$ cat src/pcr_regs.vh
// register offsets, field positions, reset values and frame counts
`ifndef PCR_REGS_VH
`define PCR_REGS_VH
`define PCR_ADDR_W          6
`define PCR_DATA_W          24
`define PCR_FRAME_BITS      6'd32
`define PCR_ADDR_LAST       6'd6
`define PCR_DATA_FIRST      6'd7
`define PCR_WORD_LAST       6'd31
`define PCR_OFS_ENABLE      6'h01
`define PCR_OFS_SDO_FORCE   6'h02
`define PCR_OFS_REF_PATH    6'h03
`define PCR_OFS_PRESCALER   6'h04
`define PCR_OFS_PD_CTRL     6'h05
`define PCR_OFS_PD_DELAY    6'h06
`define PCR_OFS_PUMP_CUR    6'h07
`define PCR_RST_ENABLE      16'hfe9b
`define PCR_RST_SDO_FORCE   2'h3
`define PCR_RST_REF_PATH    17'h08001
`define PCR_RST_PRESCALER   1'h0
`define PCR_RST_PD_CTRL     3'h6
`define PCR_RST_PD_DELAY    3'h2
`define PCR_RST_PUMP_CUR    10'h210
`define PCR_EN_OSC_BUF      0
`define PCR_EN_BIAS         1
`define PCR_EN_REF_DIV      2
`define PCR_EN_XREF_DIG     3
`define PCR_EN_DIVREF_DIG   4
`define PCR_EN_SQR_DIG      5
`define PCR_EN_SIN_DIG      6
`define PCR_EN_SQ_BUF       7
`define PCR_EN_SIN_BUF      8
`define PCR_EN_OSC_DIG      9
`define PCR_EN_PRESC        10
`define PCR_EN_LKD_LOGIC    11
`define PCR_EN_PUMP         12
`define PCR_EN_MOD_RUN      13
`define PCR_EN_LKD_RUN      14
`define PCR_EN_SLIP         15
`define PCR_SDO_FORCE_VAL   0
`define PCR_SDO_FORCE_EN    1
`define PCR_REF_RATIO_HI    13
`define PCR_REF_DIV_SEL     14
`define PCR_REF_AUTO        15
`define PCR_REF_SIN_SEL     16
`define PCR_REF_RATIO_ONE   14'h0001
`define PCR_PD_INVERT       0
`define PCR_PD_UP_PASS      1
`define PCR_PD_DN_PASS      2
`define PCR_CUR_UP_HI       4
`define PCR_CUR_DN_LO       5
`define PCR_CUR_DN_HI       9
`endif

$ cat src/pcr_serial_port.v
// serial frame receiver and readback shifter
`timescale 1ns/10ps
`include "pcr_regs.vh"
module pcr_serial_port (
    input  wire                   clk,
    input  wire                   rst_n,
    input  wire                   sclk,
    input  wire                   serial_select,
    input  wire                   serial_in,
    input  wire [`PCR_DATA_W-1:0] rd_data,
    output reg  [`PCR_ADDR_W-1:0] addr_reg,
    output reg  [`PCR_DATA_W-1:0] wr_data_reg,
    output reg                    wr_pulse_reg,
    output reg                    read_drive_reg,
    output reg                    sdo_reg
);
    reg                   sclk_reg;
    reg [5:0]             cnt_reg;
    reg                   rd_mode_reg;
    reg [`PCR_DATA_W-1:0] shift_reg;
    reg [`PCR_DATA_W-1:0] out_reg;
    wire rise = sclk & ~sclk_reg;

    always @(posedge clk or negedge rst_n) begin
        if (!rst_n) begin
            sclk_reg       <= 1'b0;
            cnt_reg        <= 6'd0;
            rd_mode_reg    <= 1'b0;
            shift_reg      <= 24'h000000;
            out_reg        <= 24'h000000;
            addr_reg       <= 6'h00;
            wr_data_reg    <= 24'h000000;
            wr_pulse_reg   <= 1'b0;
            read_drive_reg <= 1'b0;
            sdo_reg        <= 1'b0;
        end else begin
            sclk_reg     <= sclk;
            wr_pulse_reg <= 1'b0;
            if (!serial_select) begin
                cnt_reg        <= 6'd0;
                rd_mode_reg    <= 1'b0;
                read_drive_reg <= 1'b0;
            end else if (rise && cnt_reg != `PCR_FRAME_BITS) begin
                cnt_reg   <= cnt_reg + 6'd1;
                shift_reg <= {shift_reg[`PCR_DATA_W-2:0], serial_in};
                if (cnt_reg == 6'd0)
                    rd_mode_reg <= serial_in; // [RULE24]
                if (cnt_reg == `PCR_ADDR_LAST)
                    addr_reg <= {shift_reg[4:0], serial_in};
                if (rd_mode_reg && cnt_reg == `PCR_DATA_FIRST) begin
                    out_reg        <= {rd_data[`PCR_DATA_W-2:0], 1'b0};
                    sdo_reg        <= rd_data[`PCR_DATA_W-1];
                    read_drive_reg <= 1'b1;
                end else if (rd_mode_reg && cnt_reg > `PCR_DATA_FIRST) begin
                    out_reg <= {out_reg[`PCR_DATA_W-2:0], 1'b0};
                    sdo_reg <= out_reg[`PCR_DATA_W-1];
                end
                if (!rd_mode_reg && cnt_reg == `PCR_WORD_LAST) begin
                    wr_data_reg  <= shift_reg; // [RULE23]
                    wr_pulse_reg <= 1'b1;
                end
            end
        end
    end
endmodule // pcr_serial_port

$ cat src/pcr_top.v
// synthesizer core configuration register bank, offsets 0x01 to 0x07
// Function
// [RULE1] bias bit clear disables whole loop
// [RULE2] bit 2 runs or resets reference divider
// [RULE3] bit 9 picks modulator clock source
// [RULE4] bit 12 clear tri-states charge pump
// [RULE5] bit 13 low holds modulator reset
// [RULE6] bit 14 low holds lock detect reset
// [RULE7] slip prevention needs bit 15 and arm
// [RULE8] bit 11 gates lock logic and outputs
// [RULE9] buffer enables qualified by sine select
// [RULE10] bit 16 selects sine reference buffer
// [RULE11] force enable drives force value out
// [RULE12] ratio field divides crystal, never zero
// [RULE13] bit 14 routes through or bypasses divider
// [RULE14] auto mode bypasses divider at ratio one
// [RULE15] prescaler bit extends low time
// [RULE16] phase detector bit 0 inverts polarity
// [RULE17] bits 1,2 mask up and down outputs
// [RULE18] three bit delay set point, reset two
// [RULE19] two five bit pump current settings
// [RULE20] bit 3 gates crystal reference to logic
// [RULE21] bits 4-6 gate three clocks to logic
// [RULE22] oscillator buffer and prescaler bias enables
// [RULE23] write frame: six address, 24 data bits
// [RULE24] first sampled bit picks read or write
// [RULE25] reset restores defaults, unused bits zero
`timescale 1ns/10ps
`include "pcr_regs.vh"
module pcr_top (
    input  wire        core_clk,
    input  wire        arst_n,
    input  wire        sclk,
    input  wire        serial_select,
    input  wire        serial_in,
    input  wire        slip_arm,
    input  wire        pd_up_raw,
    input  wire        pd_dn_raw,
    input  wire        pd_lock_raw,
    output reg         lock_or_readback_pin_out,
    output reg         lock_or_readback_pin_oe,
    output reg         osc_buffer_on,
    output reg         loop_bias_on,
    output reg         ref_divider_run,
    output reg         ref_divider_used,
    output reg  [13:0] ref_divide_ratio,
    output reg         xref_to_digital_on,
    output reg         div_ref_to_digital_on,
    output reg         square_clk_to_digital_on,
    output reg         sine_clk_to_digital_on,
    output reg         square_ref_buffer_on,
    output reg         sine_ref_buffer_on,
    output reg         mod_clk_from_osc,
    output reg         prescaler_bias_on,
    output reg         lock_logic_on,
    output reg         pump_output_on,
    output reg         modulator_run,
    output reg         lock_detect_run,
    output reg         slip_prevention_on,
    output reg         prescaler_long_low,
    output reg         pd_invert,
    output reg         pump_up,
    output reg         pump_dn,
    output reg         lock_detect_out,
    output reg  [2:0]  pd_delay,
    output reg  [4:0]  pump_up_current,
    output reg  [4:0]  pump_down_current
);
    reg         rst_meta_reg;
    reg         rst_sync_reg;
    wire        rst_n;

    reg  [15:0] enable_reg;
    reg  [1:0]  sdo_force_reg;
    reg  [16:0] ref_path_reg;
    reg         prescaler_reg;
    reg  [2:0]  pd_ctrl_reg;
    reg  [2:0]  pd_delay_reg;
    reg  [9:0]  pump_cur_reg;

    wire [5:0]  addr;
    wire [23:0] wr_data;
    wire        wr_pulse;
    wire        read_drive;
    wire        sdo_bit;
    reg  [23:0] rd_data;

    wire        bias;
    wire        sin_sel;
    wire [13:0] ratio;
    wire        div_path_next;
    wire        up_next;
    wire        dn_next;

    // reset release through two flops
    always @(posedge core_clk or negedge arst_n) begin
        if (!arst_n) begin
            rst_meta_reg <= 1'b0;
            rst_sync_reg <= 1'b0;
        end else begin
            rst_meta_reg <= 1'b1;
            rst_sync_reg <= rst_meta_reg;
        end
    end
    assign rst_n = rst_sync_reg;

    pcr_serial_port u_port (
        .clk            (core_clk),
        .rst_n          (rst_n),
        .sclk           (sclk),
        .serial_select  (serial_select),
        .serial_in      (serial_in),
        .rd_data        (rd_data),
        .addr_reg       (addr),
        .wr_data_reg    (wr_data),
        .wr_pulse_reg   (wr_pulse),
        .read_drive_reg (read_drive),
        .sdo_reg        (sdo_bit)
    );

    // register writes
    always @(posedge core_clk or negedge rst_n) begin
        if (!rst_n) begin
            enable_reg    <= `PCR_RST_ENABLE; // [RULE25]
            sdo_force_reg <= `PCR_RST_SDO_FORCE;
            ref_path_reg  <= `PCR_RST_REF_PATH;
            prescaler_reg <= `PCR_RST_PRESCALER;
            pd_ctrl_reg   <= `PCR_RST_PD_CTRL;
            pd_delay_reg  <= `PCR_RST_PD_DELAY; // [RULE18]
            pump_cur_reg  <= `PCR_RST_PUMP_CUR;
        end else if (wr_pulse) begin
            case (addr)
                `PCR_OFS_ENABLE: begin
                    enable_reg <= wr_data[15:0];
                end
                `PCR_OFS_SDO_FORCE: begin
                    sdo_force_reg <= wr_data[1:0];
                end
                `PCR_OFS_REF_PATH: begin
                    ref_path_reg <= wr_data[16:0]; // [RULE12]
                end
                `PCR_OFS_PRESCALER: begin
                    prescaler_reg <= wr_data[0];
                end
                `PCR_OFS_PD_CTRL: begin
                    pd_ctrl_reg <= wr_data[2:0];
                end
                `PCR_OFS_PD_DELAY: begin
                    pd_delay_reg <= wr_data[2:0];
                end
                `PCR_OFS_PUMP_CUR: begin
                    pump_cur_reg <= wr_data[9:0]; // [RULE19]
                end
                default: begin
                    pump_cur_reg <= pump_cur_reg;
                end
            endcase
        end
    end

    // readback, unused bits and unmapped offsets read zero
    always @* begin
        rd_data = 24'h000000; // [RULE25]
        case (addr)
            `PCR_OFS_ENABLE: begin
                rd_data[15:0] = enable_reg;
            end
            `PCR_OFS_SDO_FORCE: begin
                rd_data[1:0] = sdo_force_reg;
            end
            `PCR_OFS_REF_PATH: begin
                rd_data[16:0] = ref_path_reg;
            end
            `PCR_OFS_PRESCALER: begin
                rd_data[0] = prescaler_reg;
            end
            `PCR_OFS_PD_CTRL: begin
                rd_data[2:0] = pd_ctrl_reg;
            end
            `PCR_OFS_PD_DELAY: begin
                rd_data[2:0] = pd_delay_reg;
            end
            `PCR_OFS_PUMP_CUR: begin
                rd_data[9:0] = pump_cur_reg;
            end
            default: begin
                rd_data = 24'h000000;
            end
        endcase
    end

    // derived controls
    assign bias    = enable_reg[`PCR_EN_BIAS];
    assign sin_sel = ref_path_reg[`PCR_REF_SIN_SEL];
    assign ratio   = ref_path_reg[`PCR_REF_RATIO_HI:0];
    assign div_path_next = enable_reg[`PCR_EN_REF_DIV] &
                           (ref_path_reg[`PCR_REF_AUTO] ? (ratio != `PCR_REF_RATIO_ONE) // [RULE14]
                                                        : ref_path_reg[`PCR_REF_DIV_SEL]); // [RULE13]
    assign up_next = pd_ctrl_reg[`PCR_PD_INVERT] ? pd_dn_raw : pd_up_raw; // [RULE16]
    assign dn_next = pd_ctrl_reg[`PCR_PD_INVERT] ? pd_up_raw : pd_dn_raw;

    // registered outputs
    always @(posedge core_clk or negedge rst_n) begin
        if (!rst_n) begin
            lock_or_readback_pin_out <= 1'b0;
            lock_or_readback_pin_oe  <= 1'b0;
            osc_buffer_on            <= 1'b0;
            loop_bias_on             <= 1'b0;
            ref_divider_run          <= 1'b0;
            ref_divider_used         <= 1'b0;
            ref_divide_ratio         <= 14'h0000;
            xref_to_digital_on       <= 1'b0;
            div_ref_to_digital_on    <= 1'b0;
            square_clk_to_digital_on <= 1'b0;
            sine_clk_to_digital_on   <= 1'b0;
            square_ref_buffer_on     <= 1'b0;
            sine_ref_buffer_on       <= 1'b0;
            mod_clk_from_osc         <= 1'b0;
            prescaler_bias_on        <= 1'b0;
            lock_logic_on            <= 1'b0;
            pump_output_on           <= 1'b0;
            modulator_run            <= 1'b0;
            lock_detect_run          <= 1'b0;
            slip_prevention_on       <= 1'b0;
            prescaler_long_low       <= 1'b0;
            pd_invert                <= 1'b0;
            pump_up                  <= 1'b0;
            pump_dn                  <= 1'b0;
            lock_detect_out          <= 1'b0;
            pd_delay                 <= 3'h0;
            pump_up_current          <= 5'h00;
            pump_down_current        <= 5'h00;
        end else begin
            if (sdo_force_reg[`PCR_SDO_FORCE_EN]) begin
                lock_or_readback_pin_out <= sdo_force_reg[`PCR_SDO_FORCE_VAL]; // [RULE11]
                lock_or_readback_pin_oe  <= 1'b1;
            end else begin
                lock_or_readback_pin_out <= sdo_bit;
                lock_or_readback_pin_oe  <= read_drive;
            end
            osc_buffer_on            <= enable_reg[`PCR_EN_OSC_BUF]; // [RULE22]
            prescaler_bias_on        <= enable_reg[`PCR_EN_PRESC] & bias; // [RULE22]
            loop_bias_on             <= bias; // [RULE1]
            ref_divider_run          <= enable_reg[`PCR_EN_REF_DIV] & bias; // [RULE2]
            ref_divider_used         <= div_path_next; // [RULE2]
            ref_divide_ratio         <= ratio; // [RULE12]
            xref_to_digital_on       <= enable_reg[`PCR_EN_XREF_DIG]; // [RULE20]
            div_ref_to_digital_on    <= enable_reg[`PCR_EN_DIVREF_DIG]; // [RULE21]
            square_clk_to_digital_on <= enable_reg[`PCR_EN_SQR_DIG]; // [RULE21]
            sine_clk_to_digital_on   <= enable_reg[`PCR_EN_SIN_DIG]; // [RULE21]
            square_ref_buffer_on     <= enable_reg[`PCR_EN_SQ_BUF] & ~sin_sel; // [RULE9]
            sine_ref_buffer_on       <= enable_reg[`PCR_EN_SIN_BUF] & sin_sel; // [RULE10]
            mod_clk_from_osc         <= enable_reg[`PCR_EN_OSC_DIG]; // [RULE3]
            lock_logic_on            <= enable_reg[`PCR_EN_LKD_LOGIC] & bias; // [RULE8]
            pump_output_on           <= enable_reg[`PCR_EN_PUMP] & bias; // [RULE4]
            modulator_run            <= enable_reg[`PCR_EN_MOD_RUN] & bias; // [RULE5]
            lock_detect_run          <= enable_reg[`PCR_EN_LKD_RUN] & bias; // [RULE6]
            slip_prevention_on       <= enable_reg[`PCR_EN_SLIP] & slip_arm & bias; // [RULE7]
            prescaler_long_low       <= prescaler_reg; // [RULE15]
            pd_invert                <= pd_ctrl_reg[`PCR_PD_INVERT]; // [RULE16]
            pump_up                  <= up_next & pd_ctrl_reg[`PCR_PD_UP_PASS] & bias; // [RULE17]
            pump_dn                  <= dn_next & pd_ctrl_reg[`PCR_PD_DN_PASS] & bias; // [RULE17]
            lock_detect_out          <= pd_lock_raw & enable_reg[`PCR_EN_LKD_LOGIC] &
                                        enable_reg[`PCR_EN_LKD_RUN] & bias; // [RULE8]
            pd_delay                 <= pd_delay_reg; // [RULE18]
            pump_up_current          <= pump_cur_reg[`PCR_CUR_UP_HI:0]; // [RULE19]
            pump_down_current        <= pump_cur_reg[`PCR_CUR_DN_HI:`PCR_CUR_DN_LO]; // [RULE19]
        end
    end
endmodule // pcr_top

$ cat config.mk
export PLATFORM = sky130hd
export DESIGN_NAME = pcr_top
export DESIGN_NICKNAME = d
export VERILOG_FILES = /design/src/pcr_serial_port.v /design/src/pcr_top.v
export VERILOG_INCLUDE_DIRS = /design/src
export SDC_FILE = /design/constraint.sdc
export NUM_CORES = 1
export LEC_CHECK = 0
export BUFFER_PORTS_ARGS = -buffer_cell sky130_fd_sc_hd__buf_2
export CAP_MARGIN = 20
export CORE_ASPECT_RATIO = 1.4
export CORE_MARGIN = 1
export CORE_UTILIZATION = 63
export CTS_CLUSTER_SIZE = 12
export DETAILED_ROUTE_END_ITERATION = 10
export PLACE_DENSITY = 0.91
export SETUP_SLACK_MARGIN = 0.1
export SLEW_MARGIN = 20
export SYNTH_ARGS = -nofsm -noshare
export SYNTH_HDL_FRONTEND = slang
export SYNTH_SLANG_ARGS = --single-unit
export TNS_END_PERCENT = 10
$ cat constraint.sdc
create_clock -name core_clk -period 13.95 [get_ports core_clk]
set_input_delay 2.0925 -clock core_clk [delete_from_list [all_inputs] [get_ports core_clk]]
set_output_delay 2.0925 -clock core_clk [all_outputs]
set_load 0.02 [all_outputs]
-- Word-level counts from Yosys, hierarchy flattened
Index checks and enable logic that the tools add are counted.
- word-level logic and storage cells: 131
- output and inout port bits: 51
- flip-flop bits (word level): 180
- bits of input ports: 9
- reduce and logical (&&, ||, !) cells: 20
- order comparisons: 1
- add/subtract/negate cells: 1
- equality and inequality tests: 15
- bitwise gates (word level): 21
- mux-type cells: 26
- operator list (operator ; count):
    $mux 24 ; 2
    $eq 6x3->1 const B ; 6
    $pmux 7 s3 ; 1
    $reduce_and 2->1 ; 10
    $and 1x1->1 ; 19
    $mux 1 ; 17
    $ne 14x1->1 const B ; 1
    $eq 6x2->1 const B ; 2
    $mux 6 ; 2
    $pmux 6 s2 ; 1
    $reduce_and 3->1 ; 3
    $pmux 1 s7 ; 1
    $add 6x1->6 const B ; 1
    $eq 6x1->1 const B ; 1
    $eq 6x5->1 const B ; 1
    $gt 6x3->1 const B ; 1
    $logic_not 6->1 ; 1
    $ne 2x1->1 const B ; 3
    $ne 6x6->1 const B ; 1
    $pmux 1 s6 ; 1
    $pmux 1 s5 ; 1
    $logic_and 1x1->1 ; 4
    $not 1->1 ; 2
    $reduce_bool 2->1 ; 1
    $logic_not 1->1 ; 1

-- Longest topological paths before layout
- word-level depth: 5
- gate-level depth with buffers: 8
- depth with buffers taken out: 6

-- Cells and area by module
Synthesis repeated with hierarchy kept, for this count alone.
- cell total of the unflattened synthesis: 498
- area, all modules: 7742.4 um2
- modules (own cells, without submodules) (module ; seq. area each (um2) ; area an instance (um2) ; times used ; cells an instance):
    pcr_top ; 2653.8 ; 4010.1 ; 1 ; 252
    pcr_serial_port ; 2202.1 ; 3732.3 ; 1 ; 246

-- Worst setup path before layout
No wires, ideal clock.
- kind: input port to flip-flop
- from: input port serial_select
- to: register u_port.wr_data_reg[10]
- buffers on the path: 1
- arrival time: 3.461 ns
- stages on the path: 5
- slack: 10.364 ns
- cells stage by stage: and3b_1 o21ai_4 nor4_4 buf_6 mux2_4
- longest elaborated chain between the ends: 1
- ends and longest elaborated chain (what ; line ; source):
    start, declared ; pcr_top.v:34 ; input wire serial_select,
    $reduce_and 3->1 (no source line) ; - ;
    end signal, assigned ; pcr_serial_port.v:59 ; wr_data_reg <= shift_reg;
    end, declared ; pcr_serial_port.v:12 ; output reg [`PCR_DATA_W-1:0] wr_data_reg,
Every way passes these cells.
A chain may end at the register's enable or synchronous reset.

-- Worst setup path in the final report
- from: input port serial_select
- to: register u_port.out_reg[16]
- longest elaborated chain between the ends: 1
- ends and longest elaborated chain (what ; line ; source):
    $reduce_and 3->1 (no source line) ; - ;
    end signal, assigned ; pcr_serial_port.v:51 ; out_reg <= {rd_data[`PCR_DATA_W-2:0], 1'b0};
    end signal, assigned ; pcr_serial_port.v:55 ; out_reg <= {out_reg[`PCR_DATA_W-2:0], 1'b0};
    end, declared ; pcr_serial_port.v:21 ; reg [`PCR_DATA_W-1:0] out_reg;
Every way passes these cells.

==> results.toml <==
[critical_path]
critPathArrivalTime_ns = 3.89
rr_worst_depth = 4
r2r-start = "u_port.addr_reg[1]"
critPathLaunchType = "primary input"
worst_ep_required_time_ns = 14.29
rrSetupSlack_ns = 10.72
reg2reg_to = "ref_path_reg[11]"
crit_start = "serial_select"
cp-end-kind = "register"
path_class = "primary input to register"
path_max_fanout = 24

[timing]
setup-tns-final_ns = 0
clock.fmax_mhz = 281
rsz0062_at_grt = "false"
fin_crit_ns = 3.55
slew_headroom = 0.346
worst_pin_slew_ns = 0.979
skew_ns = 0.00761
final-setup-viol-count = 0
slew_viol_final = 0
finalCritPeriodShare = 0.255
hold_violations = 0

[global_routing]
grt_pass1_vias = 4705
grt_max_degree = 83
busiest_layer = "met2"
grt_first_pass_wirelength_um = 25500
use_met3 = 0.0905
overflow = 0
grtUsageMet1 = 0.361
antenna_found_initial = 0
grt_usage = 0.295
met2_usage = 0.476

[die]
initial_utilization = 0.651
placementRows = 45
ios = 60
die_w_um = 91.6
die_h_um = 127
die_area_um2 = 11700
core_area_um2 = 10900

[place]
hpwl_um = 9350
port_buffers = 59
gp_congestion = 0.836

[cells_and_area]
fillers = 657
drive_gt1_frac = 0.390
largest_reg_flops = 23
num_antenna_cells = 0
utilization = 0.741
syn2layout_area_growth_pct = 13.7
multi_input_area_um2 = 2430
nets = 574
seq_area_um2 = 4510

[detailed_routing]
routed_wirelength_um = 15600
viasPerCell = 6.29
route.detailed.drc = 0
detail-route-antenna-nets = 0
wl_per_cell_um = 21.7
drt-pass1-iter-count = 5
drt_iter0_drc = 498
vias = 4501

[hold_path]
hold_class = "register to asynchronous set/reset pin"

[clock_network]
postCtsResizedCells = 0
cts_max_level = 4
tritoncts = "built"
cts_num_sinks = 179
cts_hold_buf = 0
numCtsBuffers = 17
path_clk_slew_ns = 0.06
clk_latency_ns = 0.43
cts_setup_buffers = 0
root_buffer = "clkbuf_16"
clk_path_buf_depth = 2

[status]
status = "finished, final reports clean"

[synth]
synth_fa_ha_area_frac = 0.00531
synth_compound_area_frac = 0.0608
yosys.area_share.simple = 0.0881
syn_avg_cell_area_um2 = 14.0
synthXorXnorAreaFrac = 0.00619
synth_top_family_by_area = "multiplexers"
synth_cell_types = 54
ys_seq_area_frac = 0.637
synthCells = 507
synth.area.mux_share = 0.180
syn-cell-area_um2 = 7080
syn-num-nets = 519
async_reset_ff_frac = 1.00
ys_seq_elements = 179
synth_ff_type = "dfrtp_1"
synth_edf_count = 0
yosys_warnings = 0

[power]
ir_drop_v = 0.0000963
p_per_area_nw_per_um2 = 129
p_leak_nw = 4.01

[flow_run]
max_cap_viol_count = 0
[worst max-delay path, stage by stage]
cell      delay [ns]
buf_2           0.15
and3b_1         0.31
o2111a_1        0.84
o21ai_0         0.25
o21ai_0         0.25
[cell type report]
type / instances / area share
Clock buffer: 21 / 0.0572
Clock inverter: 11 / 0.0159
Inverter: 3 / 0.00140
Multi-Input combinational cell: 297 / 0.302
Sequential cell: 179 / 0.560
Tap cell: 141 / 0.0219
Timing Repair Buffer: 64 / 0.0414
[report_power, final]
group	internal [mW]	switching, mW	leakage [nW]
logic	0.0121	0.0146	1.32
clock network	0.274	0.195	0.280
registers	0.532	0.0135	2.40
total	0.817	0.223	4.01
[Yosys cell counts (all sizes together) (2+ instances only)]
cell type | number | area share
dfrtp | 158 | 0.56
mux2 | 103 | 0.17
nand2 | 28 | 0.015
nand3 | 27 | 0.019
dfstp | 21 | 0.078
a21oi | 19 | 0.013
o21ai | 15 | 0.012
and2 | 14 | 0.012
buf | 14 | 0.013
clkbuf | 14 | 0.0078
nor2 | 12 | 0.0064
a211o | 7 | 0.0087
a221oi | 7 | 0.0087
nor2b | 7 | 0.0062
mux2i | 6 | 0.0085
and3 | 5 | 0.0044
nand4 | 5 | 0.0044
xnor2 | 5 | 0.0062
nor4b | 4 | 0.0050
ha | 3 | 0.0053
inv | 3 | 0.0016
nor3 | 3 | 0.0021
a211oi | 2 | 0.0021
a31oi | 2 | 0.0018
nor4 | 2 | 0.0039
[logic make-up (layout without fill, tap and decap cells)]
group	Yosys count	in the layout
other	1	1
multiplexers	110	110
buffers and inverters	31	99
adder cells (fa/ha/maj)	3	3
flip-flops	179	179
XOR/XNOR	5	5
AND/OR/NAND/NOR	115	115
AO/OA/AOI/OAI	63	63
[layout by cell type, fill, tap and decap left out, drive strengths merged, types with 2 or more instances in the layout]
cell | Yosys | final
a211o | 7 | 7
and2 | 14 | 14
nand4 | 5 | 5
nand3 | 27 | 27
mux2i | 6 | 6
mux2 | 103 | 103
clkbuf | 14 | 21
bufinv | 0 | 2
nor4b | 4 | 4
dfrtp | 158 | 158
clkinv | 0 | 5
nor2 | 12 | 12
nor2b | 7 | 7
o21ai | 15 | 15
clkinvlp | 0 | 3
buf | 14 | 64
a211oi | 2 | 2
nor4 | 2 | 2
inv | 3 | 4
dfstp | 21 | 21
and3 | 5 | 5
a31oi | 2 | 2
ha | 3 | 3
xnor2 | 5 | 5
a21oi | 19 | 19
nand2 | 28 | 28
a221oi | 7 | 7
nor3 | 3 | 3
[through the flow]
step                      worst slack [ns]  std cells  instance area, um^2  power, mW  hold slack (ns)
after global placement               10.16        684                 7450      0.578            0.271
after global routing                 10.29        716                 8050       1.07            0.313
after floorplan                       8.63        507                 7080      0.570            0.331
after CTS                            10.41        716                 8040       1.04            0.282
after detailed placement             10.09        684                 7450      0.580            0.280
final                                10.40        716                 8050       1.04            0.264
[how the worst max path moves through the flow]
stage                                 end  slack, ns  depth (start not counted)
floorplan           div_ref_to_digital_on       8.63                          0
global placement    u_port.wr_data_reg[7]      10.16                          6
detailed placement  u_port.wr_data_reg[6]      10.09                          6
CTS                    u_port.out_reg[16]      10.41                          5
global route           u_port.out_reg[16]      10.29                          5
finish                 u_port.out_reg[16]      10.40                          5
[layer usage]
layer | vias to the layer above | wire length [um]
li1 | 1910 | -
met1 | 2265 | 5890
met2 | 252 | 7820
met3 | 74 | 1130
met4 | 0 | 723
met5 | - | 0
(Power assumes the default switching activity.)
